File: src/logic/xbi_pkg_note_unused.sv
// no content: kept empty deliberately
`default_nettype none
`default_nettype wire

File: src/logic/xbi_pkg.sv
// constants and types shared by the external bus interface files
// assumes a single machine clock domain and a synchronous active-low reset
package xbi_pkg;

  // bus widths
  localparam int unsigned ADDR_W     = 23;
  localparam int unsigned LOW_ADDR_W = 16;
  localparam int unsigned DATA_W     = 16;
  localparam int unsigned WS_W       = 3;

  // ready is honoured only from this many software wait states upward
  localparam logic [2:0] WS_READY_MIN = 3'h2;

  // clock output divider select: code n divides the machine clock by n+1
  localparam logic [1:0] CLKDIV_BY1 = 2'h0;
  localparam logic [1:0] CLKDIV_RST = 2'h3;

  // space codes presented by the core with each request
  localparam logic [1:0] SPACE_PROG = 2'h0;
  localparam logic [1:0] SPACE_DATA = 2'h1;
  localparam logic [1:0] SPACE_IO   = 2'h2;

  // on-chip rom occupies the upper 16K words: A15..A14 both set
  localparam logic [1:0] ROM_PAGE_BITS = 2'h3;

  // pin synchroniser depth
  localparam int unsigned SYNC_STAGES = 3;

  // bus sequencer states
  typedef enum logic [2:0] {
    XBI_IDLE,
    XBI_ACCESS,
    XBI_READY_WAIT,
    XBI_HOLD,
    XBI_RELEASE
  } xbi_state_t;

endpackage

File: src/logic/xbi_pin_sync.sv
// three-flop synchroniser for pins arriving from outside the clock domain
// assumes the pin may change at any time; out of reset the output moves only once the
// second and third stages agree, so a one-cycle glitch is not passed on
`timescale 1ns/1ps
`default_nettype none

module xbi_pin_sync #(
  parameter int unsigned W = 1
) (
  // clock and reset
  input  wire logic         clk,
  input  wire logic         rst_n,
  // pin side and synchronised level
  input  wire logic [W-1:0] pin,
  output logic      [W-1:0] level
);

  logic [W-1:0] s1_q;
  logic [W-1:0] s2_q;
  logic [W-1:0] s3_q;
  logic [W-1:0] level_q;
  wire  [W-1:0] agree = ~(s2_q ^ s3_q);
  wire  [W-1:0] level_d = (agree & s3_q) | (~agree & level_q);

  // stage one feeds stage two only, never any other logic; the stages are
  // not reset, so a strap pin has already settled when reset is released
  always_ff @(posedge clk) begin
    s1_q <= pin;
    s2_q <= s1_q;
    s3_q <= s2_q;
  end

  // in reset the level tracks stage two, so straps are seen before release
  always_ff @(posedge clk) begin
    if (!rst_n)
      level_q <= s2_q;
    else
      level_q <= level_d;
  end

  assign level = level_q;

endmodule

`default_nettype wire

File: src/logic/xbi_bus_if.sv
// external parallel bus interface: space selects, strobes, wait states,
// hold handover, fetch and interrupt-acknowledge marking, clock output
// assumes the core side runs on REF_CLK and keeps a request steady until
// CORE_ACK; all pins leave through tri-state pads driven from *_OE
`timescale 1ns/1ps
`default_nettype none

// How it works
// - a space select idles high, low only while its access is addressed
// - in hold, selects, strobes and direction are released
// - memory strobe goes low only for program or data accesses
// - io strobe goes low only for io accesses
// - direction stays high except during an external write
// - ready low stretches the access; it is checked again every cycle
// - ready is honoured only with two or more wait states, after them
// - with two or more wait states, microstate-done is low in the last
// - a hold request is granted in the same cycle as the bus lines are released
// - hold acknowledge shows only while the bus is actually released
// - fetch marker is low while a fetch address is on the bus
// - interrupt acknowledge is low while the vector fetch is on the bus
// - clock output divides by 1 to 4, divide-by-4 after reset
// - output-disable releases every control and status pin
// - boot select low at reset maps the rom into the upper 16K
// - data bus driven only during writes, never in reset or hold
// - upper address lines carry only program addresses
module xbi_bus_if #(
  parameter int unsigned WS_W_P = xbi_pkg::WS_W
) (
  // clock and reset
  input  wire logic                       REF_CLK,
  input  wire logic                       RESETN,
  // core request side
  input  wire logic                       CORE_REQ,
  input  wire logic [1:0]                 CORE_SPACE,
  input  wire logic                       CORE_WRITE,
  input  wire logic                       CORE_FETCH,
  input  wire logic                       CORE_VECTOR,
  input  wire logic [xbi_pkg::ADDR_W-1:0] CORE_ADDR,
  input  wire logic [xbi_pkg::DATA_W-1:0] CORE_WDATA,
  input  wire logic [WS_W_P-1:0]          CORE_WAIT_STATES,
  output logic                            CORE_GRANT,
  output logic                            CORE_ACK,
  output logic                            CORE_ROM_HIT,
  output logic [xbi_pkg::DATA_W-1:0]      CORE_RDATA,
  // bank switch control field write
  input  wire logic                       CORE_BANK_SWITCH_CTRL_REG_WR,
  input  wire logic [1:0]                 CORE_BANK_SWITCH_CTRL_REG_CLKDIV,
  input  wire logic                       CORE_BANK_SWITCH_CTRL_REG_HOLDER,
  output logic                            ROM_MAPPED,
  // address and data pins
  output logic [xbi_pkg::ADDR_W-1:0]      ADDR_O,
  output logic                            ADDR_OE,
  input  wire logic [xbi_pkg::DATA_W-1:0] DATA_I,
  output logic [xbi_pkg::DATA_W-1:0]      DATA_O,
  output logic                            DATA_OE,
  output logic                            DATA_HOLDER_EN,
  // bus control pins, enabled by CTRL_OE
  output logic                            PROGRAM_SPACE_SELECT_N,
  output logic                            DATA_SPACE_SELECT_N,
  output logic                            IO_SPACE_SELECT_N,
  output logic                            MEMORY_STROBE_N,
  output logic                            IO_STROBE_N,
  output logic                            READ_WRITE_N,
  output logic                            CTRL_OE,
  // status pins, enabled by STATUS_OE
  output logic                            MICROSTATE_DONE_N,
  output logic                            HOLD_ACK_N,
  output logic                            INSTR_FETCH_N,
  output logic                            IRQ_ACK_N,
  output logic                            MACHINE_CLOCK_OUT,
  output logic                            STATUS_OE,
  // pins from outside the clock domain
  input  wire logic                       READY,
  input  wire logic                       HOLD_REQ_N,
  input  wire logic                       BOOT_ROM_MAP_SEL,
  input  wire logic                       TEST_RESET,
  input  wire logic                       EMU_PIN_ZERO,
  input  wire logic                       EMU_PIN_ONE_TRISTATE_N
);

  // refuse a wait state counter the ready threshold cannot live in
  if (WS_W_P < 2 || WS_W_P > 8) begin : g_ws_w_check
    $error("wait state width must lie between 2 and 8");
  end

  // synchronised pin levels
  logic [5:0] pins_s;
  logic       ready_s;
  logic       hold_req_s;
  logic       boot_sel_s;
  logic       off_s;

  xbi_pin_sync #(
    .W (6)
  ) u_pin_sync (
    .clk   (REF_CLK),
    .rst_n (RESETN),
    .pin   ({READY, ~HOLD_REQ_N, BOOT_ROM_MAP_SEL, ~TEST_RESET,
             EMU_PIN_ZERO, ~EMU_PIN_ONE_TRISTATE_N}),
    .level (pins_s)
  );

  assign ready_s    = pins_s[5];
  assign hold_req_s = pins_s[4];
  assign boot_sel_s = pins_s[3];
  // output disable only with test reset low, emu zero high, emu one low
  assign off_s      = pins_s[2] & pins_s[1] & pins_s[0];

  // sequencer and access state
  xbi_pkg::xbi_state_t          state_q, state_d;
  logic [1:0]                   space_q;
  logic                         write_q;
  logic                         fetch_q;
  logic                         vector_q;
  logic [xbi_pkg::ADDR_W-1:0]   addr_q;
  logic [xbi_pkg::DATA_W-1:0]   wdata_q;
  logic [xbi_pkg::DATA_W-1:0]   rdata_q;
  logic [WS_W_P-1:0]            ws_total_q;
  logic [WS_W_P-1:0]            ws_left_q;
  logic                         ack_q;
  logic                         rom_hit_q;
  logic                         rom_map_q;
  logic                         holder_q;
  logic [1:0]                   clkdiv_q;
  logic [1:0]                   clkcnt_q;
  logic                         clk_div_q;

  // request decode
  wire in_access  = (state_q == xbi_pkg::XBI_ACCESS) ||
                    (state_q == xbi_pkg::XBI_READY_WAIT);
  wire released   = (state_q == xbi_pkg::XBI_HOLD) ||
                    (state_q == xbi_pkg::XBI_RELEASE);
  wire prog_req   = CORE_SPACE == xbi_pkg::SPACE_PROG;
  wire rom_target = rom_map_q && prog_req &&
                    CORE_ADDR[15:14] == xbi_pkg::ROM_PAGE_BITS;
  wire take_req   = CORE_GRANT && CORE_REQ;
  wire ready_used = ws_total_q >= WS_W_P'(xbi_pkg::WS_READY_MIN);
  wire ws_done    = ws_left_q == '0;
  // ready low holds the access for one more cycle, then is looked at again
  wire finish     = (state_q == xbi_pkg::XBI_ACCESS && ws_done &&
                     !ready_used) ||
                    (state_q == xbi_pkg::XBI_READY_WAIT && ready_s);

  // hold wins over a new request, and only between bus cycles
  assign CORE_GRANT = (state_q == xbi_pkg::XBI_IDLE) && !hold_req_s;

  // next state
  always_comb begin
    state_d = state_q;
    unique case (state_q)
      xbi_pkg::XBI_IDLE: begin
        if (hold_req_s)
          state_d = xbi_pkg::XBI_HOLD;
        else if (take_req && !rom_target)
          state_d = xbi_pkg::XBI_ACCESS;
      end
      xbi_pkg::XBI_ACCESS: begin
        if (ws_done && ready_used)
          state_d = xbi_pkg::XBI_READY_WAIT;
        else if (ws_done)
          state_d = xbi_pkg::XBI_IDLE;
      end
      xbi_pkg::XBI_READY_WAIT: begin
        if (ready_s)
          state_d = xbi_pkg::XBI_IDLE;
      end
      xbi_pkg::XBI_HOLD: begin
        if (!hold_req_s)
          state_d = xbi_pkg::XBI_RELEASE;
      end
      xbi_pkg::XBI_RELEASE: begin
        state_d = xbi_pkg::XBI_IDLE;
      end
    endcase
  end

  // sequencer register
  always_ff @(posedge REF_CLK) begin
    if (!RESETN)
      state_q <= xbi_pkg::XBI_IDLE;
    else
      state_q <= state_d;
  end

  // latch the request; upper address lines are zero outside program space
  always_ff @(posedge REF_CLK) begin
    if (!RESETN) begin
      space_q    <= xbi_pkg::SPACE_PROG;
      write_q    <= 1'b0;
      fetch_q    <= 1'b0;
      vector_q   <= 1'b0;
      addr_q     <= '0;
      wdata_q    <= '0;
      ws_total_q <= '0;
    end else if (take_req && !rom_target) begin
      space_q    <= CORE_SPACE;
      write_q    <= CORE_WRITE;
      fetch_q    <= CORE_FETCH;
      vector_q   <= CORE_VECTOR;
      addr_q     <= prog_req ? CORE_ADDR :
                    {{(xbi_pkg::ADDR_W-xbi_pkg::LOW_ADDR_W){1'b0}},
                     CORE_ADDR[xbi_pkg::LOW_ADDR_W-1:0]};
      wdata_q    <= CORE_WDATA;
      ws_total_q <= CORE_WAIT_STATES;
    end
  end

  // software wait state countdown
  always_ff @(posedge REF_CLK) begin
    if (!RESETN)
      ws_left_q <= '0;
    else if (take_req)
      ws_left_q <= CORE_WAIT_STATES;
    else if (state_q == xbi_pkg::XBI_ACCESS && !ws_done)
      ws_left_q <= ws_left_q - WS_W_P'(1);
  end

  // completion pulse and read capture at the last access cycle
  always_ff @(posedge REF_CLK) begin
    if (!RESETN) begin
      ack_q     <= 1'b0;
      rom_hit_q <= 1'b0;
      rdata_q   <= '0;
    end else begin
      ack_q     <= finish || (take_req && rom_target);
      rom_hit_q <= take_req && rom_target;
      if (finish && !write_q)
        rdata_q <= DATA_I;
    end
  end

  // boot select follows the pin throughout reset, frozen at release
  always_ff @(posedge REF_CLK) begin
    if (!RESETN)
      rom_map_q <= !boot_sel_s;
  end

  // bank switch fields: divider select and data bus holder
  always_ff @(posedge REF_CLK) begin
    if (!RESETN) begin
      clkdiv_q <= xbi_pkg::CLKDIV_RST;
      holder_q <= 1'b0;
    end else if (CORE_BANK_SWITCH_CTRL_REG_WR) begin
      clkdiv_q <= CORE_BANK_SWITCH_CTRL_REG_CLKDIV;
      holder_q <= CORE_BANK_SWITCH_CTRL_REG_HOLDER;
    end
  end

  // clock divider: high for the first half of each divided period
  wire [1:0] clkcnt_d = (clkcnt_q >= clkdiv_q) ? 2'h0 : clkcnt_q + 2'h1;
  wire [1:0] half     = 2'((3'(clkdiv_q) + 3'h2) >> 1);

  always_ff @(posedge REF_CLK) begin
    if (!RESETN) begin
      clkcnt_q  <= 2'h0;
      clk_div_q <= 1'b1;
    end else begin
      clkcnt_q  <= clkcnt_d;
      clk_div_q <= clkcnt_d < half;
    end
  end

  // divide-by-one cannot come from a flop, so the clock itself is muxed out
  assign MACHINE_CLOCK_OUT = (clkdiv_q == xbi_pkg::CLKDIV_BY1) ?
                             REF_CLK : clk_div_q;

  // space selects and strobes are low only while the access is addressed
  wire acc_prog = in_access && space_q == xbi_pkg::SPACE_PROG;
  wire acc_data = in_access && space_q == xbi_pkg::SPACE_DATA;
  wire acc_io   = in_access && space_q == xbi_pkg::SPACE_IO;

  assign PROGRAM_SPACE_SELECT_N = !acc_prog;
  assign DATA_SPACE_SELECT_N    = !acc_data;
  assign IO_SPACE_SELECT_N      = !acc_io;
  assign MEMORY_STROBE_N        = !(acc_prog || acc_data);
  assign IO_STROBE_N            = !acc_io;
  assign READ_WRITE_N           = !(in_access && write_q);

  // control pins float in hold or under output disable
  assign CTRL_OE = !released && !off_s;
  assign ADDR_OE = !released && !off_s;
  assign ADDR_O  = addr_q;

  // data bus: driven only during a write access
  assign DATA_OE        = in_access && write_q && !off_s && RESETN;
  assign DATA_O         = wdata_q;
  assign DATA_HOLDER_EN = holder_q;

  // status pins; the release cycle keeps the bus off with ack already high
  assign MICROSTATE_DONE_N = !(state_q == xbi_pkg::XBI_ACCESS && ready_used &&
                               ws_done);
  assign HOLD_ACK_N    = state_q != xbi_pkg::XBI_HOLD;
  assign INSTR_FETCH_N = !(in_access && fetch_q);
  assign IRQ_ACK_N     = !(in_access && vector_q);
  assign STATUS_OE     = !off_s;

  // core answer
  assign CORE_ACK     = ack_q;
  assign CORE_ROM_HIT = rom_hit_q;
  assign CORE_RDATA   = rdata_q;
  assign ROM_MAPPED   = rom_map_q;

endmodule

`default_nettype wire

File: config.mk
export PLATFORM = sky130hd
export DESIGN_NAME = xbi_bus_if
export DESIGN_NICKNAME = d
export VERILOG_FILES = /design/src/logic/xbi_pkg_note_unused.sv /design/src/logic/xbi_pkg.sv /design/src/logic/xbi_pin_sync.sv /design/src/logic/xbi_bus_if.sv
export SDC_FILE = /design/constraint.sdc
export NUM_CORES = 1
export LEC_CHECK = 0
export BUFFER_PORTS_ARGS = -buffer_cell sky130_fd_sc_hd__buf_2
export CORE_UTILIZATION = 38
export CTS_BUF_LIST = sky130_fd_sc_hd__clkbuf_8
export CTS_CLUSTER_DIAMETER = 60
export DETAILED_ROUTE_END_ITERATION = 16
export GPL_ROUTABILITY_DRIVEN = 0
export GPL_TIMING_DRIVEN = 0
export PLACE_DENSITY = 0.65
export SETUP_SLACK_MARGIN = 0.15
export SLEW_MARGIN = 25
export SYNTH_ARGS = -nofsm -noshare
export SYNTH_HDL_FRONTEND = slang
export SYNTH_SLANG_ARGS = --single-unit
File: constraint.sdc
create_clock -name REF_CLK -period 5.62 [get_ports REF_CLK]
set_clock_uncertainty 0.15 [all_clocks]
set_input_delay 0 -clock REF_CLK [delete_from_list [all_inputs] [get_ports REF_CLK]]
set_output_delay 0 -clock REF_CLK [all_outputs]
set_load 0.01 [all_outputs]
# Yosys cells after proc, flatten, opt, wreduce, memory -nomap -nowiden
# Cells that the tools add are included.
[word_totals] ff_bits=102 out_inout_bits=75 input_bits=76
[op_classes] n_bitwise=11 n_eq_ne=12 n_mux=13 magnitude_cmp=3 n_reduce_logical=51 addsub=3
[ops] operator="3-bit 2-to-1 mux" count=8
[ops] operator="1-bit logical AND" count=23
[ops] operator="23-bit 2-to-1 mux" count=1
[ops] operator="1-bit zero test" count=16
[ops] operator="3-bit one-hot mux with 5 select lines" count=1
[ops] operator="6-bit bitwise AND" count=2
[ops] operator="6-bit inverter" count=2
[ops] operator="3-bit by 2-bit equality test with 1-bit output, second input constant" count=2
[ops] operator="2-bit zero test" count=3
[ops] operator="3-bit zero test" count=2
[ops] operator="6-bit 2-to-1 mux" count=1
[ops] operator="6-bit bitwise OR" count=1
[ops] operator="6-bit XOR" count=1
[ops] operator="1-bit logical OR" count=5
[ops] operator="2-bit equality test, second input constant" count=2
[ops] operator="4-bit AND reduction" count=1
[ops] operator="2-bit by 2-bit adder with 3-bit output, second input constant" count=1
[ops] operator="3-bit by 1-bit equality test with 1-bit output, second input constant" count=1
[ops] operator="3-bit equality test, second input constant" count=1
[ops] operator="3-bit by 2-bit >= comparator with 1-bit output, second input constant" count=1
[ops] operator="3-bit by 1-bit != test with 1-bit output, second input constant" count=1
[ops] operator="3-bit by 2-bit != test with 1-bit output, second input constant" count=1
[ops] operator="3-bit != test, second input constant" count=1
[ops] operator="1-bit inverter" count=3
[ops] operator="other kinds (11)" count=12

# Logic depth before layout (Yosys ltp)
# Gate-level depths: netlist (run 1).
[logic_depth] word_depth=8 ltp_mapped=7

# By module
# A second synthesis (run 1) with hierarchy kept.
[hier_totals] cells_unflattened=423 area_unflattened_um2=3871.2
[by_module_without_submodules] mod="xbi_bus_if" cells_each=374 area_each_um2=3161.8 n_inst=1
[by_module_without_submodules] mod="xbi_pin_sync" cells_each=49 area_each_um2=709.4 n_inst=1

==> summary.txt, run 1 <==
Yosys
  – Share of the synthesized area in the top cell type: 49.4%
  – Ys async rst share: 0%
  – Synth Area in Simple Gates: a little under a fifth
  – Synth Area in XOR/XNOR: 2.53%
  – Cell taking the most area after synthesis: dfxtp_1
  – Largest family of logic cells by synthesized area: simple AND/OR/NAND/NOR gates
  – Gate Count Post-Synth: 415
  – Top-count cell post-synth: nand2_1
  – Mux cell area share after synthesis: 5.03%
  – Post-synth top cells: 126 x nand2_1, 94 x dfxtp_1, 46 x a21oi_1
  – Ys flop type: dfxtp_1
  – Netlist cell types: 44
  – Post-Syn Nets: slightly below 500
  – Netlist Area Pre-Place: approximately 3800 um2
  – Register bit total from synthesis: ~100
  – Synth Area in Compound Gates: 11.7%
  – Ranking of synthesized cells by area: dfxtp_1 49%, nand2_1 12%, a21oi_1 6.0%
  – Number of enable flip-flop cells after synthesis: 7
  – Mean Syn Cell Area: approximately 9 um2
  – Seq/Total Area, Yosys: 54.9%
  – Adder-Cell Fraction of Synth Area: 1.64%
  – YS warnings: 0

Worst setup path
  – WP buf/inv: 3
  – Setup crit end kind: output port
  – Worst path depth: 4
  – Startpoint types: clock port
  – WP data arrival: around 3.4 ns
  – Reg2Reg Depth: 7
  – Critical-path top delay cell: mux2_2
  – Cell breakdown of the critical path: clkbuf_8 -> clkbuf_8 -> mux2_2 -> buf_2
  – Max incr delay on CP: 0.25 ns
  – CP Max Fanout: 2
  – Crit path required time: 5.47 ns
  – Crit Path Category: clock port to output port
  – CP top delay family: buffers and inverters
  – Most used cell, CP: clkbuf_8

Cells and area
  – Utilization after layout: between 60% and 70%
  – Final Net Count: 779
  – P&R area growth vs syn: 62.0%
  – FILL cells: 810
  – Antenna Cells: 0
  – Layout cells sized above 1: between 20% and 30%

Route
  – Total vias in the final route: 3897
  – Vias per Instance: approximately 4.7
  – DRT Pass-1 Iters: 6
  – Starting DRT DRC Count: 95
  – # DRC: 0
  – Routed WL per cell: 13.6 um
  – DRT Wirelength: 11400 um
  – DRT antenna net count: 0

Placed design
  – # port buffers: 150
  – Post-detail-place hpwl: 7060 um

Global route
  – Initial antenna violation count: 0
  – Total track usage: 22.2%
  – Vias in the first global route: between 3000 and 4000
  – Largest net degree at the start of global routing: 16
  – First-pass GRT wire length: 17400 um
  – GRT overflow: 0

Outcome
  – Status: complete, no violations

Pwr
  – P_leak: 2.72 nW
  – Clock share of power: 27.1%
  – Int Pwr: 1.39 mW
  – Psw: 608 uW
  – Reg power frac: between 40 and 50%
  – Pwr dens: ~320 nW/um2
  – Pwr Total: 2.00 mW
  – Gate power share: 29.5%
  – Sw Ratio: 30.4%
  – Worst VDD drop: 0.146 mV

STA
  – Slew @ Worst Pin: 0.600 ns
  – Count of final max-slew check failures: 0
  – Unrepaired setup endpoints after global routing: no
  – Final hold vios: 0
  – Slew margin rel.: 60.0%
  – Final TNS setup: 0 ns
  – Endpoints failing setup: 0

Die
  – Die width: 102 um
  – Die height: roughly 100 um
  – Initial Util: about two fifths
  – Core Area: between 9000 and 10000 um2
  – Die area: approximately 10000 um2
  – Ports: 151
  – Rows: 36

Run
  – Max Cap Viol: 0

Clocking
  – Clock-pin slew on the worst setup and hold paths: 0.08 ns
  – Worst-Skew Late Latency: 0.46 ns
  – Post-CTS Setup Repair Bufs: 0
  – CTS tree: built

Min path
  – HP Class: primary input to flip-flop
  – Hold path cells: 2
-- flip-flops by register name, summed over array words and instances (netlist names), 3 cells and up, named ones only --
register and cells:
u_pin_sync.s2_q 6, DATA_O 16, CORE_RDATA 16, ws_left_q 3, state_q 3, u_pin_sync.s3_q 6, u_pin_sync.s1_q 6, ADDR_O 23
-- power groups by stage --
stage	sequential, mW	clock (mW)	combinational [mW]
6_report	0.869	0.542	0.590
3_5_place_dp	0.883	0.00702	0.497
3_3_place_gp	0.878	0.00703	0.485
5_1_grt	0.879	0.588	0.650
4_1_cts	0.867	0.557	0.583
2_1_floorplan	0.901	0.00477	0.304
-- through the flow --
step	hold WS (ns)	cells	setup slack (ns)	area, um2
2_1_floorplan	-0.122	415	2.38	3810
3_3_place_gp	-0.0478	698	2.29	4720
3_5_place_dp	-0.0455	698	2.29	4720
4_1_cts	0.00981	836	2.05	6170
5_1_grt	0.0175	836	2.03	6170
6_report	0.0314	836	2.05	6170
-- worst paths after layout --
| path | startpoint | end | slack (ns) |
|---|---|---|---|
| worst max-delay path | REF_CLK | MACHINE_CLOCK_OUT | 2.05 |
| worst min register to register | u_pin_sync.s1_q[1] | u_pin_sync.s2_q[1] | 0.18 |
| worst min-delay path | EMU_PIN_ZERO | u_pin_sync.s1_q[1] | 0.03 |
| worst max register to register | state_q[1] | ws_left_q[1] | 2.92 |
-- placed cells by master, fill, tap and decap left out, types with 2 or more instances in the layout --
master | netlist | final
a211oi_1 | 4 | 4
a21oi_1 | 46 | 46
and2_1 | 3 | 3
and3_1 | 2 | 2
buf_2 | 1 | 151
buf_4 | 6 | 6
buf_6 | 3 | 3
clkbuf_1 | 14 | 14
clkbuf_8 | 0 | 15
dfxtp_1 | 94 | 94
dlygate4sd3_1 | 0 | 119
edfxtp_1 | 7 | 7
ha_1 | 5 | 5
inv_1 | 12 | 13
mux2i_1 | 18 | 18
nand2_1 | 126 | 126
nand2b_1 | 3 | 3
nand3_1 | 8 | 8
nand3b_1 | 2 | 2
nand4_1 | 2 | 2
nor2_1 | 8 | 8
nor2b_1 | 3 | 3
nor3_1 | 2 | 2
nor3b_1 | 4 | 4
o211a_1 | 2 | 2
o211ai_1 | 2 | 2
o21a_1 | 7 | 7
o21ai_0 | 3 | 3
o221a_2 | 2 | 2
xnor2_1 | 3 | 3
xor2_1 | 8 | 8
-- metal layers --
layer,wire [um],global-route usage [%],vias up
met5,0,0,-
met4,303,11.4,0
met3,519,6.29,23
met2,5690,39.4,103
met1,4860,24.1,1833
li1,-,-,1938
-- worst register-to-register path: cells and delay by family, from the launching register on --
kind                   cells  cell delay [ns]
flip-flops                 1             0.31
AND/OR/NAND/NOR            3             0.77
buffers and inverters      3             1.30
AO/OA/AOI/OAI              1             0.14
-- cells by family after synthesis --
| kind of cell | Yosys count |
|---|---|
| AND/OR/NAND/NOR | 168 |
| flip-flops | 101 |
| AO/OA/AOI/OAI | 73 |
| buffers and inverters | 38 |
| multiplexers | 19 |
| XOR/XNOR | 11 |
| adder cells (fa/ha/maj) | 5 |
-- repair_timing --
item	in CTS	in global routing
hold endpoints to repair	79	0
resized for setup	0	0
hold buffers	119	0
-- final cells by class --
| cell class | instances | area (um2) | share of cell area, % |
|---|---|---|---|
| plain buffers | 26 | 145 | 2.35 |
| clock buffers | 16 | 211 | 3.43 |
| clock inverters | 4 | 46.3 | 0.751 |
| inverters | 12 | 45.0 | 0.730 |
| multi-input cells | 276 | 1530 | 24.7 |
| flip-flops and latches | 101 | 2090 | 33.9 |
| well taps | 133 | 166 | 2.70 |
| repair buffers | 268 | 1940 | 31.4 |
(Power assumes the default switching activity.)
==> run 2: changes to the inputs <==
--- a/config.mk
+++ b/config.mk
@@ -5,6 +5,7 @@
 export SDC_FILE = /design/constraint.sdc
 export NUM_CORES = 1
 export LEC_CHECK = 0
+export ABC_AREA = 1
 export BUFFER_PORTS_ARGS = -buffer_cell sky130_fd_sc_hd__buf_2
 export CORE_UTILIZATION = 38
 export CTS_BUF_LIST = sky130_fd_sc_hd__clkbuf_8
@@ -12,7 +13,7 @@
 export DETAILED_ROUTE_END_ITERATION = 16
 export GPL_ROUTABILITY_DRIVEN = 0
 export GPL_TIMING_DRIVEN = 0
-export PLACE_DENSITY = 0.65
+export PLACE_DENSITY = 0.67
 export SETUP_SLACK_MARGIN = 0.15
 export SLEW_MARGIN = 25
 export SYNTH_ARGS = -nofsm -noshare
==> constraint.sdc (replaced) <==
create_clock -name REF_CLK -period 3.02 [get_ports REF_CLK]
set_clock_uncertainty 0.15 [all_clocks]
set_input_delay 0 -clock REF_CLK [delete_from_list [all_inputs] [get_ports REF_CLK]]
set_output_delay 0 -clock REF_CLK [all_outputs]
set_load 0.01 [all_outputs]
==> run 2 against run 1 <==
- non-clock buffer count is 6 higher
- largest cell class is now buffers
- combinational power grew to 2.9 times the previous value
- sequential power is 100% higher
- routed wire length is 4.2% higher
- critical path type is now flip-flop to flip-flop
- flip-flop and latch count stayed put
- count of clock-buffer cells in the layout is 3 lower
- largest power group unchanged
- core utilization is 1.2 points higher
- sequential share of layout area is 0.92 points lower
- global-route usage is 0.90 points higher
- first-iteration DRC count is 54% higher
- total power is 130% higher
- hold slack worse by 0.010 ns
==> summary.txt, run 2 <==
Outcome
  – Status: complete, no violations

Worst setup path
  – Cell breakdown of the critical path: nor2_1 -> nand2_2 -> nor2_2 -> o21ai_2 -> clkbuf_2 -> o21ai_1 -> dlygate4sd3_1 -> nor2_1 -> dlygate4sd3_1
  – Max incr delay on CP: 0.58 ns (+0.33 ns)
  – Crit path to: DATA_O[3]
  – Reg2Reg Depth: 9 (+2)
  – Crit Path Category: flip-flop to flip-flop
  – R2R Setup Slk: 0.33 ns (-2.59 ns)
  – Setup crit end kind: flip-flop
  – Startpoint types: flip-flop
  – R2r endpoint: DATA_O[3]
  – Crit path required time: 3.23 ns (-2.24 ns)
  – Critical-path top delay cell: dlygate4sd3_1
  – WP data arrival: 2.90 ns (-0.52 ns)
  – CP Max Fanout: 10 (+8)

Global route
  – Total track usage: 23.1% (+0.90 points)
  – Largest net degree at the start of global routing: 19 (+3)
  – First-pass GRT wire length: 18900 um (+8.4%)
  – GRT overflow: 0 (unchanged)
  – Initial antenna violation count: 0 (unchanged)
  – Vias in the first global route: 4191 (+8.2%)

Yosys
  – Number of enable flip-flop cells after synthesis: 7 (unchanged)
  – Mux cell area share after synthesis: 0.291% (-4.7 points)
  – Register bit total from synthesis: 101 (unchanged)
  – Ranking of synthesized cells by area: dfxtp_1 49%, nor2_1 10%, o21ai_0 6.3%
  – Netlist cell types: 32 (-27%)
  – Seq/Total Area, Yosys: 54.0% (-0.92 points)
  – Cell taking the most area after synthesis: dfxtp_1
  – Top-count cell post-synth: nor2_1
  – Ys flop type: dfxtp_1
  – Synth Area in XOR/XNOR: 0.679% (-1.9 points)
  – Post-Syn Nets: 560 (+13%)
  – Largest family of logic cells by synthesized area: simple AND/OR/NAND/NOR gates
  – Mean Syn Cell Area: 8.08 um2 (-12%)
  – YS warnings: 0 (unchanged)
  – Synth Area in Simple Gates: 22.1% (+2.9 points)
  – Share of the synthesized area in the top cell type: 48.6% (-0.83 points)
  – Post-synth top cells: 107 x nor2_1, 94 x dfxtp_1, 50 x nand2_1
  – Ys async rst share: 0% (unchanged)
  – Netlist Area Pre-Place: 3870 um2 (+1.7%)
  – Adder-Cell Fraction of Synth Area: 1.62% (-0.028 points)
  – Synth Area in Compound Gates: 13.1% (+1.5 points)
  – Gate Count Post-Synth: 479 (+15%)

Die
  – Core Area: 9820 um2 (+0.93%)
  – Rows: 36 (unchanged)
  – Die area: 10600 um2 (+1.7%)
  – Die width: 103 um (+0.84%)
  – Initial Util: 39.4% (+0.30 points)
  – Die height: 103 um (+0.84%)
  – Ports: 151 (unchanged)

STA
  – Slew margin rel.: 61.6% (+1.6 points)
  – Slew @ Worst Pin: 0.576 ns (-0.0244 ns)
  – Final hold vios: 0 (unchanged)
  – Unrepaired setup endpoints after global routing: no
  – Final TNS setup: 0 ns (unchanged)
  – Endpoints failing setup: 0 (unchanged)
  – Minimum clock period: 2.69 ns
  – Count of final max-slew check failures: 0 (unchanged)
  – Fin crit share: between 80% and 90%
  – FMAX: 371 MHz

Pwr
  – Sw Ratio: 34.6% (+4.2 points)
  – P_leak: 2.99 nW (+9.6%)
  – Psw: 1.62 mW (+170%)
  – Int Pwr: 3.07 mW (+120%)
  – Gate power share: 37.0% (+7.5 points)
  – Pwr dens: 740 nW/um2 (+130%)
  – Clock share of power: 25.1% (-2.0 points)
  – Reg power frac: 38.0% (-5.4 points)
  – Worst VDD drop: 0.367 mV (+150%)

Placed design
  – # port buffers: 149 (-0.67%)
  – Post-detail-place hpwl: 7220 um (+2.2%)

Route
  – DRT antenna net count: 0 (unchanged)
  – DRT Wirelength: 11900 um (+4.2%)
  – DRT Pass-1 Iters: 5 (-1)
  – Total vias in the final route: 4185 (+7.4%)
  – Vias per Instance: 4.62 (-0.91%)
  – # DRC: 0 (unchanged)
  – Routed WL per cell: 13.1 um (-3.8%)
  – Starting DRT DRC Count: 146 (+54%)

Cells and area
  – Commonest non-fill, non-tap cell in the layout: buf_2
  – Antenna Cells: 0 (unchanged)
  – P&R area growth vs syn: 63.7%
  – Utilization after layout: 64.6% (+1.2 points)
  – Largest register FFs: 23 (unchanged)
  – Layout cells sized above 1: 26.0% (-0.60 points)
  – Commonest cells after routing, fill and taps aside: 157 x buf_2, 126 x dlygate4sd3_1, 107 x nor2_1
  – Final Net Count: 849 (+9.0%)

Min path
  – Hold path cells: 2 (unchanged)
  – HP Class: primary input to flip-flop

Clocking
  – CTS tree: built
  – Worst-Skew Late Latency: 0.47 ns (about the same)
  – Post-CTS Setup Repair Bufs: 0 (unchanged)
  – Clock-pin slew on the worst setup and hold paths: 0.10 ns (+0.02 ns)

Run
  – Max Cap Viol: 0 (unchanged)
[run 2: cell count changes in the layout (fill, tap and decap cells not counted), moves of 18 or more]
| cell | change |
|---|---|
| nand3_1 | +24 |
| mux2i_1 | -18 |
| inv_1 | +26 |
| nand2_1 | -76 |
| nor2_1 | +99 |
| o21ai_0 | +45 |
[run 2: critical path: cells and delay by family, from the launching register on]
family,cells,cell delay (ns)
buffers and inverters,3,1.32
DFF,1,0.43
and+or+nand+nor,4,0.43
AOI/OAI and AO/OA,2,0.25
[run 2: how the worst min path moves through the flow]
stage,start,to
floorplan,EMU_PIN_ZERO,u_pin_sync.s1_q[1]
global placement,EMU_PIN_ZERO,u_pin_sync.s1_q[1]
detailed placement,BOOT_ROM_MAP_SEL,u_pin_sync.s1_q[3]
CTS,READY,u_pin_sync.s1_q[5]
global route,READY,u_pin_sync.s1_q[5]
finish,READY,u_pin_sync.s1_q[5]
[run 2: power groups by stage]
stage	clock network (mW)	registers, mW	logic, mW
2_1_floorplan	0.00896	1.88	0.905
3_3_place_gp	0.0132	1.79	1.46
3_5_place_dp	0.0132	1.81	1.50
4_1_cts	1.20	1.78	1.71
5_1_grt	1.26	1.82	1.95
6_report	1.18	1.78	1.74
[run 2: layout make-up]
class	count	area, um2
multi-input combinational	311	1470
timing repair buffer	274	2000
inverter	41	154
clock inverter	7	129
tap	133	166
sequential	101	2090
buffer	26	163
fill	834	3480
clock buffer	13	170
[run 2: layer usage]
metal  up-vias  track usage [%]  wire length, um
met2       149             41.8             6000
met4         0             10.9              333
li1       2117                -                -
met1      1892             25.5             4870
met5         -                0                0
met3        27             5.56              650
[run 2: stage by stage]
step           std cells  setup WS, ns  total power, mW  cell area [um2]  hold WS (ns)
6_report             906         0.328             4.69             6340        0.0209
5_1_grt              906         0.196             5.03             6340        0.0143
4_1_cts              906         0.318             4.68             6340       0.00242
3_5_place_dp         761         0.992             3.31             4780       -0.0464
3_3_place_gp         761         0.992             3.26             4780       -0.0467
2_1_floorplan        479          1.08             2.80             3870        -0.122
[run 2: logic make-up (layout without fill, tap and decap cells)]
| logic type | count (synthesis) | after routing |
|---|---|---|
| DFF | 101 | 101 |
| xor gates and xnor gates | 3 | 3 |
| and+or+nand+nor | 205 | 205 |
| AOI/OAI and AO/OA | 97 | 97 |
| muxes | 1 | 1 |
| adders and majority gates | 5 | 5 |
| buffers and inverters | 67 | 361 |
[run 2: repair_timing]
| action | 4_1_cts | 5_1_grt |
|---|---|---|
| hold endpoints to repair | 82 | 0 |
| hold buffers | 126 | 0 |
| gates resized for setup | 0 | 3 |
| endpoints found under the setup margin | 0 | 1 |
